[src/core/aoc_pkg.sv]
// Purpose: shared constants for the converter output and control pin logic
// Assumes: 200 MHz system clock, Avalon-MM register access
// Notes:   byte offsets are word aligned
package aoc_pkg;
  // ----------------------------------------------------------------
  // clock and timing
  // ----------------------------------------------------------------
  localparam int CLK_MHZ        = 200;
  localparam int WAKE_SB_US     = 25;
  localparam int WAKE_PD_US     = 500;
  localparam int WAKE_SB_CYC    = WAKE_SB_US * CLK_MHZ;
  localparam int WAKE_PD_CYC    = WAKE_PD_US * CLK_MHZ;
  // ----------------------------------------------------------------
  // sample path
  // ----------------------------------------------------------------
  localparam int SMP_W          = 12;
  localparam int PAIRS          = SMP_W / 2;
  localparam int LAT_W          = 5;
  localparam logic [LAT_W-1:0] LAT_LOW  = 5'h0a;
  localparam logic [LAT_W-1:0] LAT_GAIN = 5'h10;
  localparam logic [LAT_W-1:0] LAT_FULL = 5'h11;
  localparam logic [LAT_W-1:0] LAT_ONE  = 5'h01;
  localparam int PIPE_DEPTH     = 18;
  // ----------------------------------------------------------------
  // format select levels
  // ----------------------------------------------------------------
  localparam logic [1:0] FMT_TC_DDR = 2'h0;
  localparam logic [1:0] FMT_TC_PAR = 2'h1;
  localparam logic [1:0] FMT_OB_PAR = 2'h2;
  localparam logic [1:0] FMT_OB_DDR = 2'h3;
  // ----------------------------------------------------------------
  // configuration register
  // ----------------------------------------------------------------
  localparam int CFG_W          = 5;
  localparam int CFG_LOWLAT_OFF = 0;
  localparam int CFG_GAIN_EN    = 1;
  localparam int CFG_OFFS_EN    = 2;
  localparam int CFG_READOUT    = 3;
  localparam int CFG_LONG_PATH  = 4;
  localparam logic [CFG_W-1:0] CFG_RST = 5'h00;
  localparam int STAT_W         = 7;
  // ----------------------------------------------------------------
  // bus map and serial map
  // ----------------------------------------------------------------
  localparam logic [3:0] ADR_CTRL   = 4'h0;
  localparam logic [3:0] ADR_STATUS = 4'h4;
  localparam logic [7:0] SER_RST_ADDR = 8'h00;
  localparam logic [7:0] SER_CFG_ADDR = 8'h01;
  localparam int SER_RST_BIT    = 7;
  localparam logic [3:0] SER_ADDR_LAST = 4'h7;
  localparam logic [3:0] SER_WORD_LAST = 4'hf;
  localparam logic [3:0] SER_ONE       = 4'h1;
endpackage

[src/core/aoc_sync2.sv]
// Purpose: two flip-flop synchroniser for a bundle of pin levels
// Assumes: each bit is an independent level
// Notes:   first stage feeds only the second stage
`timescale 1ns/100ps
module aoc_sync2 #(
  parameter int WIDTH = 1
) (
  input  wire logic             clock,
  input  wire logic             arst_n,
  input  wire logic [WIDTH-1:0] d,
  output logic      [WIDTH-1:0] q
);
  logic [WIDTH-1:0] meta_reg;

  always_ff @(posedge clock or negedge arst_n) begin
    if (!arst_n) begin
      meta_reg <= '0;
      q        <= '0;
    end else begin
      meta_reg <= d;
      q        <= meta_reg;
    end
  end
endmodule

[src/core/aoc_top.sv]
// Purpose: output formatting, latency and control pins of a 12-bit converter
// Assumes: sample clock and all pins are asynchronous to clock
// Notes:   registers over Avalon-MM, also writable by the serial pins
//
// Summary of operation
// range pin shows out-of-range when readout bit 0, serial read data when 1
// serial clock pin used only while reset pin low, ignored while high
// serial data pin is serial input while reset pin low
// serial data pin becomes standby control while reset pin high
// active-low serial select used only while reset pin low
// reset pin high holds configuration at defaults
// controller initialises registers by reset pulse or software reset
// output drivers enabled only while output-enable pin high
// each of six pairs carries one even and one odd bit
// differential mode drives a differential output clock with data
// parallel mode gives 12-bit word, one clock, complement clock unused
// format pin picks number format and interface type
// low-latency default: sample out 10 sample clocks after taken
// latency 16 with low latency off, gain on, offset off
// latency 17 with low latency off, gain and offset on
// valid data within 25 us after leaving standby
// valid data within 500 us after leaving power-down
// long output path adds one cycle of latency
// format pin four levels: tc-ddr, tc-par, ob-par, ob-ddr
// one new word per sample clock, range flag aligned with it
// capture logic deinterleaves pairs using the output clock
`timescale 1ns/100ps
module aoc_top #(
  parameter int WAKE_SB_CYC = aoc_pkg::WAKE_SB_CYC,
  parameter int WAKE_PD_CYC = aoc_pkg::WAKE_PD_CYC,
  parameter int WAKE_W      = 17
) (
  input  wire logic                     clock,
  input  wire logic                     arst_n,
  input  wire logic [3:0]               avs_address,
  input  wire logic                     avs_read,
  input  wire logic                     avs_write,
  input  wire logic [31:0]              avs_writedata,
  output logic      [31:0]              avs_readdata,
  output logic                          avs_waitrequest,
  input  wire logic                     sample_clock_pos,
  input  wire logic                     sample_clock_neg,
  input  wire logic [aoc_pkg::SMP_W-1:0] conv_sample,
  input  wire logic                     conv_over_range,
  input  wire logic                     cfg_reset_pin,
  input  wire logic                     serial_clock_pin,
  input  wire logic                     serial_in_line,
  input  wire logic                     serial_select_n,
  input  wire logic                     out_enable_pin,
  input  wire logic [1:0]               format_select_pin,
  input  wire logic                     full_power_down,
  output logic      [aoc_pkg::PAIRS-1:0] pair_true,
  output logic      [aoc_pkg::PAIRS-1:0] pair_comp,
  output logic                          pair_oe,
  output logic                          out_clock_true,
  output logic                          out_clock_comp,
  output logic                          out_clock_comp_oe,
  output logic      [aoc_pkg::SMP_W-1:0] parallel_data,
  output logic                          parallel_out_clock,
  output logic                          parallel_oe,
  output logic                          range_flag_or_readout,
  output logic                          data_valid,
  output logic                          standby_active
);
  initial begin
    if (WAKE_SB_CYC < 1 || WAKE_PD_CYC < 1 || WAKE_PD_CYC >= 2**WAKE_W || WAKE_SB_CYC >= 2**WAKE_W)
      $error("wake counts do not fit the wake counter");
  end

  // ----------------------------------------------------------------
  // pin synchronisers
  // ----------------------------------------------------------------
  localparam int SW = aoc_pkg::SMP_W + 11;
  logic [SW-1:0] pins_s;
  logic [aoc_pkg::SMP_W-1:0] smp_s;
  logic sclk_s, serial_in_line_s, sen_n_s, rst_pin_s, oe_s, pdn_s, ovr_s, sck_pos_s, sck_neg_s;
  logic [1:0] fmt_s;

  aoc_sync2 #(.WIDTH(SW)) u_sync (
    .clock  (clock),
    .arst_n (arst_n),
    .d      ({sample_clock_pos, sample_clock_neg, serial_clock_pin, serial_in_line, serial_select_n,
              cfg_reset_pin, out_enable_pin, format_select_pin, full_power_down, conv_over_range,
              conv_sample}),
    .q      (pins_s)
  );
  assign {sck_pos_s, sck_neg_s, sclk_s, serial_in_line_s, sen_n_s, rst_pin_s, oe_s, fmt_s, pdn_s, ovr_s, smp_s} = pins_s;

  // ----------------------------------------------------------------
  // edge detection
  // ----------------------------------------------------------------
  logic sck_lvl, sck_lvl_reg, sclk_reg, sck_rise, sclk_fall;
  assign sck_lvl   = sck_pos_s & ~sck_neg_s;
  assign sck_rise  = sck_lvl & ~sck_lvl_reg;
  assign sclk_fall = sclk_reg & ~sclk_s;

  always_ff @(posedge clock or negedge arst_n) begin
    if (!arst_n) begin
      sck_lvl_reg <= 1'b0;
      sclk_reg    <= 1'b0;
    end else begin
      sck_lvl_reg <= sck_lvl;
      sclk_reg    <= sclk_s;
    end
  end

  // ----------------------------------------------------------------
  // avalon slave
  // ----------------------------------------------------------------
  logic ack_reg, ack_next;
  logic [31:0] rdata_reg, rdata_next;
  logic [aoc_pkg::CFG_W-1:0] cfg_reg, cfg_next;
  logic [aoc_pkg::STAT_W-1:0] status;
  logic bus_wr;

  assign avs_waitrequest = (avs_read | avs_write) & ~ack_reg;
  assign avs_readdata    = rdata_reg;
  assign bus_wr          = avs_write & ack_reg & (avs_address == aoc_pkg::ADR_CTRL);

  always_comb begin
    ack_next   = (avs_read | avs_write) & ~ack_reg;
    rdata_next = rdata_reg;
    if (avs_read & ~ack_reg) begin
      unique case (avs_address)
        aoc_pkg::ADR_CTRL:   rdata_next = {{(32-aoc_pkg::CFG_W){1'b0}}, cfg_reg};
        aoc_pkg::ADR_STATUS: rdata_next = {{(32-aoc_pkg::STAT_W){1'b0}}, status};
        default:             rdata_next = 32'h0000_0000;
      endcase
    end
  end

  always_ff @(posedge clock or negedge arst_n) begin
    if (!arst_n) begin
      ack_reg   <= 1'b0;
      rdata_reg <= 32'h0000_0000;
    end else begin
      ack_reg   <= ack_next;
      rdata_reg <= rdata_next;
    end
  end

  // ----------------------------------------------------------------
  // serial interface and configuration
  // ----------------------------------------------------------------
  logic [15:0] ser_sh_reg, ser_sh_next;
  logic [3:0]  ser_cnt_reg, ser_cnt_next;
  logic [7:0]  rd_sh_reg, rd_sh_next;
  logic        ser_act;
  logic [15:0] ser_word;

  assign ser_act  = ~rst_pin_s & ~sen_n_s;
  assign ser_word = {ser_sh_reg[14:0], serial_in_line_s};

  always_comb begin
    ser_sh_next  = ser_sh_reg;
    ser_cnt_next = ser_cnt_reg;
    rd_sh_next   = rd_sh_reg;
    cfg_next     = cfg_reg;
    if (!ser_act) begin
      ser_cnt_next = 4'h0;
      rd_sh_next   = 8'h00;
    end else if (sclk_fall) begin
      ser_sh_next  = ser_word;
      ser_cnt_next = ser_cnt_reg + aoc_pkg::SER_ONE;
      rd_sh_next   = {rd_sh_reg[6:0], 1'b0};
      if (ser_cnt_reg == aoc_pkg::SER_ADDR_LAST && ser_word[7:0] == aoc_pkg::SER_CFG_ADDR)
        rd_sh_next = {{(8-aoc_pkg::CFG_W){1'b0}}, cfg_reg};
    end
    if (bus_wr)
      cfg_next = avs_writedata[aoc_pkg::CFG_W-1:0];
    if (ser_act && sclk_fall && ser_cnt_reg == aoc_pkg::SER_WORD_LAST) begin
      if (ser_word[15:8] == aoc_pkg::SER_CFG_ADDR)
        cfg_next = ser_word[aoc_pkg::CFG_W-1:0];
      else if (ser_word[15:8] == aoc_pkg::SER_RST_ADDR && ser_word[aoc_pkg::SER_RST_BIT])
        cfg_next = aoc_pkg::CFG_RST;
    end
    if (rst_pin_s)
      cfg_next = aoc_pkg::CFG_RST;
  end

  always_ff @(posedge clock or negedge arst_n) begin
    if (!arst_n) begin
      ser_sh_reg  <= 16'h0000;
      ser_cnt_reg <= 4'h0;
      rd_sh_reg   <= 8'h00;
      cfg_reg     <= aoc_pkg::CFG_RST;
    end else begin
      ser_sh_reg  <= ser_sh_next;
      ser_cnt_reg <= ser_cnt_next;
      rd_sh_reg   <= rd_sh_next;
      cfg_reg     <= cfg_next;
    end
  end

  a_serial_idle: assert property (@(posedge clock) disable iff (!arst_n)
    rst_pin_s |=> ser_cnt_reg == 4'h0 && rd_sh_reg == 8'h00)
    else $error("serial shifter ran with reset pin high");
  a_cfg_default: assert property (@(posedge clock) disable iff (!arst_n)
    rst_pin_s |=> cfg_reg == aoc_pkg::CFG_RST)
    else $error("configuration left defaults while reset pin high");

  // ----------------------------------------------------------------
  // power state and wake-up
  // ----------------------------------------------------------------
  typedef enum logic [1:0] {PS_RUN, PS_SLEEP, PS_WAKE} aoc_pwr_t;
  aoc_pwr_t pwr_reg, pwr_next;
  logic [WAKE_W-1:0] wake_reg, wake_next;
  logic pd_reg, pd_next, sleep_req;

  assign sleep_req = pdn_s | (rst_pin_s & serial_in_line_s);

  always_comb begin
    pwr_next  = pwr_reg;
    wake_next = wake_reg;
    pd_next   = pd_reg;
    unique case (pwr_reg)
      PS_RUN: begin
        if (sleep_req) begin
          pwr_next = PS_SLEEP;
          pd_next  = pdn_s;
        end
      end
      PS_SLEEP: begin
        pd_next = pd_reg | pdn_s;
        if (!sleep_req) begin
          pwr_next  = PS_WAKE;
          wake_next = pd_reg ? WAKE_W'(WAKE_PD_CYC) : WAKE_W'(WAKE_SB_CYC);
        end
      end
      PS_WAKE: begin
        if (sleep_req) begin
          pwr_next = PS_SLEEP;
          pd_next  = pdn_s;
        end else if (wake_reg <= WAKE_W'(1)) begin
          pwr_next = PS_RUN;
        end else begin
          wake_next = wake_reg - WAKE_W'(1);
        end
      end
    endcase
  end

  always_ff @(posedge clock or negedge arst_n) begin
    if (!arst_n) begin
      pwr_reg  <= PS_RUN;
      wake_reg <= '0;
      pd_reg   <= 1'b0;
    end else begin
      pwr_reg  <= pwr_next;
      wake_reg <= wake_next;
      pd_reg   <= pd_next;
    end
  end

  assign data_valid     = (pwr_reg == PS_RUN);
  assign standby_active = (pwr_reg == PS_SLEEP);

  a_standby_pin: assert property (@(posedge clock) disable iff (!arst_n)
    rst_pin_s && serial_in_line_s |=> !data_valid)
    else $error("standby pin did not stop the data");
  a_wake_bound: assert property (@(posedge clock) disable iff (!arst_n)
    $fell(standby_active) && !pd_reg |=> wake_reg <= WAKE_W'(WAKE_SB_CYC))
    else $error("standby wake time exceeded");

  // ----------------------------------------------------------------
  // latency pipeline and output formatting
  // ----------------------------------------------------------------
  logic [aoc_pkg::SMP_W:0] pipe_reg [aoc_pkg::PIPE_DEPTH];
  logic [aoc_pkg::SMP_W:0] pipe_next [aoc_pkg::PIPE_DEPTH];
  logic [aoc_pkg::SMP_W:0] word_reg, word_next;
  logic [aoc_pkg::PAIRS-1:0] pair_reg, pair_next;
  logic clk_out_reg, range_reg, range_next;
  logic [aoc_pkg::LAT_W-1:0] lat;
  logic ddr_mode, off_bin;

  always_comb begin
    if (!cfg_reg[aoc_pkg::CFG_LOWLAT_OFF])
      lat = aoc_pkg::LAT_LOW;
    else if (cfg_reg[aoc_pkg::CFG_OFFS_EN])
      lat = aoc_pkg::LAT_FULL;
    else
      lat = aoc_pkg::LAT_GAIN;
    if (cfg_reg[aoc_pkg::CFG_LONG_PATH])
      lat = lat + aoc_pkg::LAT_ONE;
  end


  assign ddr_mode = (fmt_s == aoc_pkg::FMT_TC_DDR) || (fmt_s == aoc_pkg::FMT_OB_DDR);
  assign off_bin  = (fmt_s == aoc_pkg::FMT_OB_PAR) || (fmt_s == aoc_pkg::FMT_OB_DDR);

  always_comb begin
    pipe_next = pipe_reg;
    word_next = word_reg;
    if (sck_rise) begin
      pipe_next[0] = {ovr_s, smp_s};
      for (int i = 1; i < aoc_pkg::PIPE_DEPTH; i++)
        pipe_next[i] = pipe_reg[i-1];
      word_next = data_valid ? pipe_reg[lat - aoc_pkg::LAT_ONE] : '0;
      word_next[aoc_pkg::SMP_W-1] = word_next[aoc_pkg::SMP_W-1] ^ (off_bin & data_valid);
    end
    range_next = cfg_reg[aoc_pkg::CFG_READOUT] ? rd_sh_reg[7] : word_reg[aoc_pkg::SMP_W];
  end

  // high half of the output clock carries even bits, low half odd bits
  genvar g;
  generate
    for (g = 0; g < aoc_pkg::PAIRS; g++) begin : g_pair
      assign pair_next[g] = ddr_mode & (sck_lvl_reg ? word_reg[2*g] : word_reg[2*g+1]);
    end
  endgenerate

  always_ff @(posedge clock or negedge arst_n) begin
    if (!arst_n) begin
      for (int i = 0; i < aoc_pkg::PIPE_DEPTH; i++)
        pipe_reg[i] <= '0;
      word_reg    <= '0;
      pair_reg    <= '0;
      clk_out_reg <= 1'b0;
      range_reg   <= 1'b0;
    end else begin
      pipe_reg    <= pipe_next;
      word_reg    <= word_next;
      pair_reg    <= pair_next;
      clk_out_reg <= sck_lvl_reg;
      range_reg   <= range_next;
    end
  end

  assign pair_true             = pair_reg & {aoc_pkg::PAIRS{ddr_mode}};
  assign pair_comp             = ~pair_reg & {aoc_pkg::PAIRS{ddr_mode}};
  assign pair_oe               = oe_s & ddr_mode;
  assign out_clock_true        = clk_out_reg & ddr_mode;
  assign out_clock_comp        = ~clk_out_reg & ddr_mode;
  assign out_clock_comp_oe     = oe_s & ddr_mode;
  assign parallel_data         = word_reg[aoc_pkg::SMP_W-1:0] & {aoc_pkg::SMP_W{~ddr_mode}};
  assign parallel_out_clock    = clk_out_reg & ~ddr_mode;
  assign parallel_oe           = oe_s & ~ddr_mode;
  assign range_flag_or_readout = range_reg;

  assign status = {~rst_pin_s, oe_s, off_bin, ddr_mode, pd_reg, standby_active, data_valid};

  a_oe_off: assert property (@(posedge clock) disable iff (!arst_n)
    $fell(oe_s) |-> !pair_oe && !parallel_oe && !out_clock_comp_oe)
    else $error("drivers enabled with output enable low");
  a_comp_idle: assert property (@(posedge clock) disable iff (!arst_n)
    !ddr_mode |-> !out_clock_comp && !out_clock_comp_oe && pair_true == '0)
    else $error("complement clock active in parallel mode");
  a_one_word: assert property (@(posedge clock) disable iff (!arst_n)
    $changed(word_reg) |-> $past(sck_rise))
    else $error("sample word changed without a sample clock edge");
  a_lat_low: assert property (@(posedge clock) disable iff (!arst_n)
    cfg_reg == aoc_pkg::CFG_RST |-> lat == 5'h0a)
    else $error("default latency is not ten");
  a_lat_full: assert property (@(posedge clock) disable iff (!arst_n)
    cfg_reg[aoc_pkg::CFG_LOWLAT_OFF] && cfg_reg[aoc_pkg::CFG_OFFS_EN] && !cfg_reg[aoc_pkg::CFG_LONG_PATH]
    |-> lat == 5'h11)
    else $error("latency with offset correction is not seventeen");
  a_lat_long: assert property (@(posedge clock) disable iff (!arst_n)
    cfg_reg[aoc_pkg::CFG_LONG_PATH] && !cfg_reg[aoc_pkg::CFG_LOWLAT_OFF] |-> lat == 5'h0b)
    else $error("long path did not add one cycle");
  a_range_pin: assert property (@(posedge clock) disable iff (!arst_n)
    !cfg_reg[aoc_pkg::CFG_READOUT] |=> range_flag_or_readout == $past(word_reg[aoc_pkg::SMP_W]))
    else $error("range pin does not follow the sample flag");
endmodule

[config.mk]
export PLATFORM = sky130hd
export DESIGN_NAME = aoc_top
export DESIGN_NICKNAME = d
export VERILOG_FILES = /design/src/core/aoc_pkg.sv /design/src/core/aoc_sync2.sv /design/src/core/aoc_top.sv
export SDC_FILE = /design/constraint.sdc
export NUM_CORES = 1
export LEC_CHECK = 0
export ABC_AREA = 1
export BUFFER_PORTS_ARGS = -buffer_cell sky130_fd_sc_hd__buf_2
export CORE_ASPECT_RATIO = 0.5
export CORE_MARGIN = 5
export CORE_UTILIZATION = 30
export CTS_CLUSTER_SIZE = 24
export DETAILED_ROUTE_END_ITERATION = 10
export PLACE_DENSITY_LB_ADDON = 0.25
export SYNTH_ARGS = -nofsm -noshare
export SYNTH_HDL_FRONTEND = slang
export SYNTH_HIERARCHICAL = 1
export SYNTH_SLANG_ARGS = --single-unit
[constraint.sdc]
create_clock -name clock -period 2.55 [get_ports clock]
set_clock_uncertainty 0.15 [all_clocks]
set_input_delay 0.3825 -clock clock [delete_from_list [all_inputs] [get_ports clock]]
set_output_delay 0.3825 -clock clock [all_outputs]
set_load 0.02 [all_outputs]
## Yosys cells after proc, flatten, opt, wreduce, memory -nomap -nowiden

Index checks and enable logic that the tools add are counted.

- Register bits: 388
- Input port bits: 63
- Word-level logic and storage cells: 147
- Output and inout bits: 66

- Bitwise gates (word level): 38
- Mux-type cells: 37
- Equal/unequal tests: 16
- Order comparisons: 2
- Reduce and logical (&&, ||, !) cells: 15
- Add/subtract/negate cells: 4

Operator list:

| cell | number |
|---|---|
| 17-bit 2-to-1 mux | 4 |
| 13-bit binary-select mux with 5-bit select | 1 |
| 13-bit 2-to-1 mux | 3 |
| 5-bit 2-to-1 mux | 7 |
| 17-bit case mux with 2 select lines | 1 |
| 8-bit 2-to-1 mux | 3 |
| 1-bit bitwise AND | 21 |
| 17-bit by 1-bit <= comparator with 1-bit output (second input constant) | 1 |
| 17-bit by 1-bit subtractor with 17-bit output (second input constant) | 1 |
| 8-bit by 1-bit == test with 1-bit output (second input constant) | 2 |
| 7-bit case mux with 2 select lines | 1 |
| 12-bit bitwise AND | 1 |
| 6-bit bitwise AND | 2 |
| 1-bit 2-to-1 mux | 9 |
| 4-bit by 3-bit == test with 1-bit output (second input constant) | 2 |
| 8-bit zero test | 1 |
| 2-bit 2-to-1 mux | 4 |
| 4-bit 2-to-1 mux | 2 |
| 2-bit inequality test (second input constant) | 4 |
| 1-bit inverter | 8 |
| 2-bit == test (second input constant) | 3 |
| 6-bit >= comparator (second input constant) | 1 |
| 5-bit inverter with 6-bit output | 1 |
| 6-bit inverter | 1 |
| other kinds (20) | 28 |

## Longest topological paths before layout

- Depth in word-level cells: 11
- Depth in mapped cells: 17

## Modules after synthesis

The synthesis kept the hierarchy.

Modules (own cells, without submodules):

| module | cells each | times used | area each (um2) | seq. area each (um2) |
|---|---|---|---|---|
| aoc_top | 1,792 | 1 | 14,637.8 | 7,932.6 |
| aoc_sync2 | 46 | 1 | 1,151.1 | 1,151.1 |

## Worst setup path after synthesis

No wires, ideal clock.

- Path kind: reg2reg
- From: register cfg_reg[4] (netlist bit)
- To: register word_reg[8] (netlist bit)
- Cell stages (with the launch flop): 15
- Arrival time: 2,294 ps
- Slack: -19 ps
- Path buffers: 5
- Cells stage by stage: dfrtp_1 -> inv_1 -> nand2_4 -> nand2_4 -> buf_6 -> buf_2 -> ha_1 -> clkbuf_1 -> buf_2 -> clkbuf_1 -> o211ai_1 -> nand3_1 -> nand2_1 -> nor2_1 -> o22ai_2

- Longest elaborated chain between the ends: 7

Ends and longest elaborated chain:

| item | RTL line | RTL |
|---|---|---|
| from (decl) | aoc_top.sv:112 | `logic [aoc_pkg::CFG_W-1:0] cfg_reg, cfg_next;` |
| from (signal assigned) | aoc_top.sv:186 | `cfg_reg <= aoc_pkg::CFG_RST;` |
| from (signal assigned) | aoc_top.sv:191 | `cfg_reg <= cfg_next;` |
| 5-bit 2-to-1 mux | aoc_top.sv:283 | `if (cfg_reg[aoc_pkg::CFG_LONG_PATH])` |
| 5-bit by 1-bit subtractor with 5-bit output | aoc_top.sv:298 | `word_next = data_valid ? pipe_reg[lat - aoc_pkg::LAT_ONE] : '0;` |
| 5-bit inverter with 6-bit output (not written as such) | aoc_top.sv:298 |  |
| 13-bit binary-select mux with 5-bit select | aoc_top.sv:298 |  |
| 13-bit 2-to-1 mux (not written as such) (2 in series) | aoc_top.sv:298 |  |
| 13-bit 2-to-1 mux | aoc_top.sv:298 |  |
| to (signal assigned) | aoc_top.sv:322 | `word_reg <= word_next;` |
| to (decl) | aoc_top.sv:270 | `logic [aoc_pkg::SMP_W:0] word_reg, word_next;` |

Every way passes these cells. The select of a mux whose other input is x is not followed.
A chain may end at the register's enable or synchronous reset.

## Worst setup path after layout

- From: input port avs_read
- To: output port avs_waitrequest

- Longest elaborated chain between the ends: 2

Ends and longest elaborated chain:

| item | RTL line | RTL |
|---|---|---|
| from (decl) | aoc_top.sv:36 | `input wire logic avs_read,` |
| 1-bit OR | aoc_top.sv:116 | `assign avs_waitrequest = (avs_read \| avs_write) & ~ack_reg;` |
| 1-bit bitwise AND | aoc_top.sv:116 |  |
| to (decl) | aoc_top.sv:40 | `output logic avs_waitrequest,` |

Every way passes these cells.

==> results.toml <==
[status]
status = "finished, final reports clean"

[logic_synthesis]
synth_seq_cells = 363
postSynthCellCount = 1838
synth_top_cell_by_area = "dfrtp_1"
async_flop_share = 1.000
ys_warn_count = 6
yosysSeqAreaShare = 0.5753
yosys-top-cells-count = "nand2_1 (565), dfrtp_1 (363), o21ai_0 (262), inv_1 (186), nor2_1 (77)"
synth_area_mm2 = 0.01579
synth-edff-count = 0
synth_top_area_share = 0.5753
synth_flop_cell = "dfrtp_1"
ys_types = 36
synth.most_common_cell = "nand2_1"
synth_mux_area_frac = 0
yosys.area_share.simple = 0.1894
synth_compound_area_frac = 0.1376
synth_fa_ha_area_frac = 0.004755
synth_top_family_by_area = "simple AND/OR/NAND/NOR gates"
synth_xor_area_frac = 0.004992
avgSynthCellArea_um2 = 8.590
synth_area_leaders = "dfrtp_1 (58%), nand2_1 (13%), o21ai_0 (8.3%), inv_1 (4.4%), nand3_1 (2.4%)"

[sta]
fin_crit_ns = 2.425
fmax_mhz = 412.3
drv_slew = 0
finalSetupViolations = 0
worst_slack_ns = 0.1247
whs_ns = 0.03211
hold_violations = 0
tightest_slew_ns = 0.6781
period_share = 0.9511
rsz0062_at_grt = "no"
fin_setup_tns_ns = 0
slew_headroom = 0.5479

[placed_design]
dp_hpwl_um = 22280
io_buffers = 76
dp_slack_ns = 0.1288
dpl_cell_area_mm2 = 0.01702
gp_congestion = 0.7696
post-place-cells = 2559

[cts]
ctsRootBufferMaster = "clkbuf_16"
htreeDepth = 2
cts_buffers = 36
insertion_delay_ns = 0.54
cts_tree = "yes"
clk_pin_slew_ns = 0.07
clock_path_buffers = 3
cts_sinks = 363

[critical_path]
cp_max_fo = 2
end_kind = "output port"
worstPathRequired_ns = 2.02
crit_path_cell_trace = "dlygate4sd3_1, buf_2, nor2_1, dlygate4sd3_1, nor2_1, buf_2"
critPathTopFamily = "buffers and inverters"
critical_path_class = "in2out"
path_buf_inv = 4
cp.arrival_ns = 1.89
cp-start-kind = "primary input"
slowest_stage = "dlygate4sd3_1"
critPathMaxStageDelay_ns = 0.55

[grt]
antenna_found_initial = 2
met3_usage = 0.02251
grt_use_total = 0.1254
grt_pass1_wl_um = 60200
grtUsageMet1 = 0.1837
grt_max_degree = 105
grt-busiest-layer = "met2"
overflow = 0
grt_pass1_vias = 11304
use_met2 = 0.1968

[final_layout]
final_util = 0.3570
final_cells = 2651
num_antenna_cells = 0
nFillCells = 5412
drive_gt1_frac = 0.1015
fin_area_mm2 = 0.01858
fin_nets = 1994
largest_reg_flops = 234
areaGrowthSynthToFinish_pct = 17.66

[die]
die_y_um = 172.2
io_pins = 129
rows = 59
fp.dieArea_mm2 = 0.05760
dieWidth_um = 334.4
initial_core_util = 0.3034
coreArea_mm2 = 0.05204

[detailed_routing]
drt_iter0_drc = 893
dr.pass1.iters = 5
routed_wl_um = 35670
drc = 0
num_vias = 11792
ant_nets = 0
wl_per_cell_um = 13.46
viasPerCell = 4.448

[min_path]
hold_class = "in2reg"

[power]
switchingPower_mw = 3.873
leakage_nw = 8.876
p_total_mw = 14.26
clkPwrFrac = 0.388
ir_worst_vdd_v = 0.0005233
power_density_mw_per_mm2 = 767.8
comb_power_share = 0.129
power.share.sequential = 0.483
p_int_mw = 10.39
swShare = 0.2715

[job]
max_cap_violations = 0
## placed cells by master, fill, tap and decap left out, types with 14 or more instances in the layout
cell,n
nand2_1,565
dfrtp_1,360
o21ai_0,261
inv_1,184
nor2_1,76
nand3_1,75
buf_2,75
a21oi_1,53
o211ai_1,47
clkbuf_16,39
dlygate4sd3_1,27
buf_4,27
conb_1,25
o21ai_1,17
buf_12,17
o22ai_1,14
## layout make-up
cell class	instances	area (µm²)	share of cell area
flip-flops and latches	363	9087	0.4892
multi-input cells	1185	5434	0.2925
repair buffers	148	1229	0.06614
clock buffers	52	1074	0.05779
well taps	701	877.1	0.04721
inverters	191	725.7	0.03906
clock inverters	11	151.4	0.008149
## kinds of logic after synthesis
logic type | count (synthesis)
AOI/OAI and AO/OA | 401
and+or+nand+nor | 744
other | 1
buffers and inverters | 314
xor gates and xnor gates | 9
DFF | 363
adders and majority gates | 6
## what timing repair did
action	CTS	global route
endpoints found under the hold margin	68	0
gates resized for setup	2	10
hold buffers	27	0
setup buffers	1	0
setup endpoints to repair	2	14
cloned	0	1
## tightest hold or removal path: stages
cell	delay, ns
buf_2	0.08
o211ai_1	0.08
a21oi_1	0.13
## routing by layer
layer / wire [µm] / vias to the layer above
met4: 448 / 0
met2: 15940 / 158
met5: 0 / -
met3: 1352 / 35
li1: - / 6024
met1: 17930 / 5575
## power by group through the flow
stage          Sequential (mW)  Combinational [mW]  Clock [mW]
3_5_place_dp              6.99                1.81           0
2_1_floorplan             6.89                1.28           0
5_1_grt                   6.99                2.16        6.01
4_1_cts                   6.89                1.86        5.74
3_3_place_gp              6.97                1.78           0
6_report                  6.89                1.84        5.54
## path summary, 6_finish.rpt
check / startpoint / end / slack, ns / depth (start not counted)
worst max-delay path: avs_read / avs_waitrequest / 0.12 / 6
worst min register to register: u_sync/meta_reg[9]$_DFF_PN0_ / u_sync/q[9]$_DFF_PN0_ / 0.20 / 0
worst max register to register: cfg_reg[0]$_DFF_PN0_ / word_reg[9]$_DFFE_PN0P_ / 0.22 / 11
worst min-delay path: avs_writedata[2] / cfg_reg[2]$_DFF_PN0_ / 0.03 / 3
min in group asynchronous: arst_n / pipe_reg[24]$_DFFE_PN0P_ / 0.27 / 2
max in group asynchronous: arst_n / u_sync/meta_reg[2]$_DFF_PN0_ / 1.26 / 3
Power figures use the tool's default switching activity.
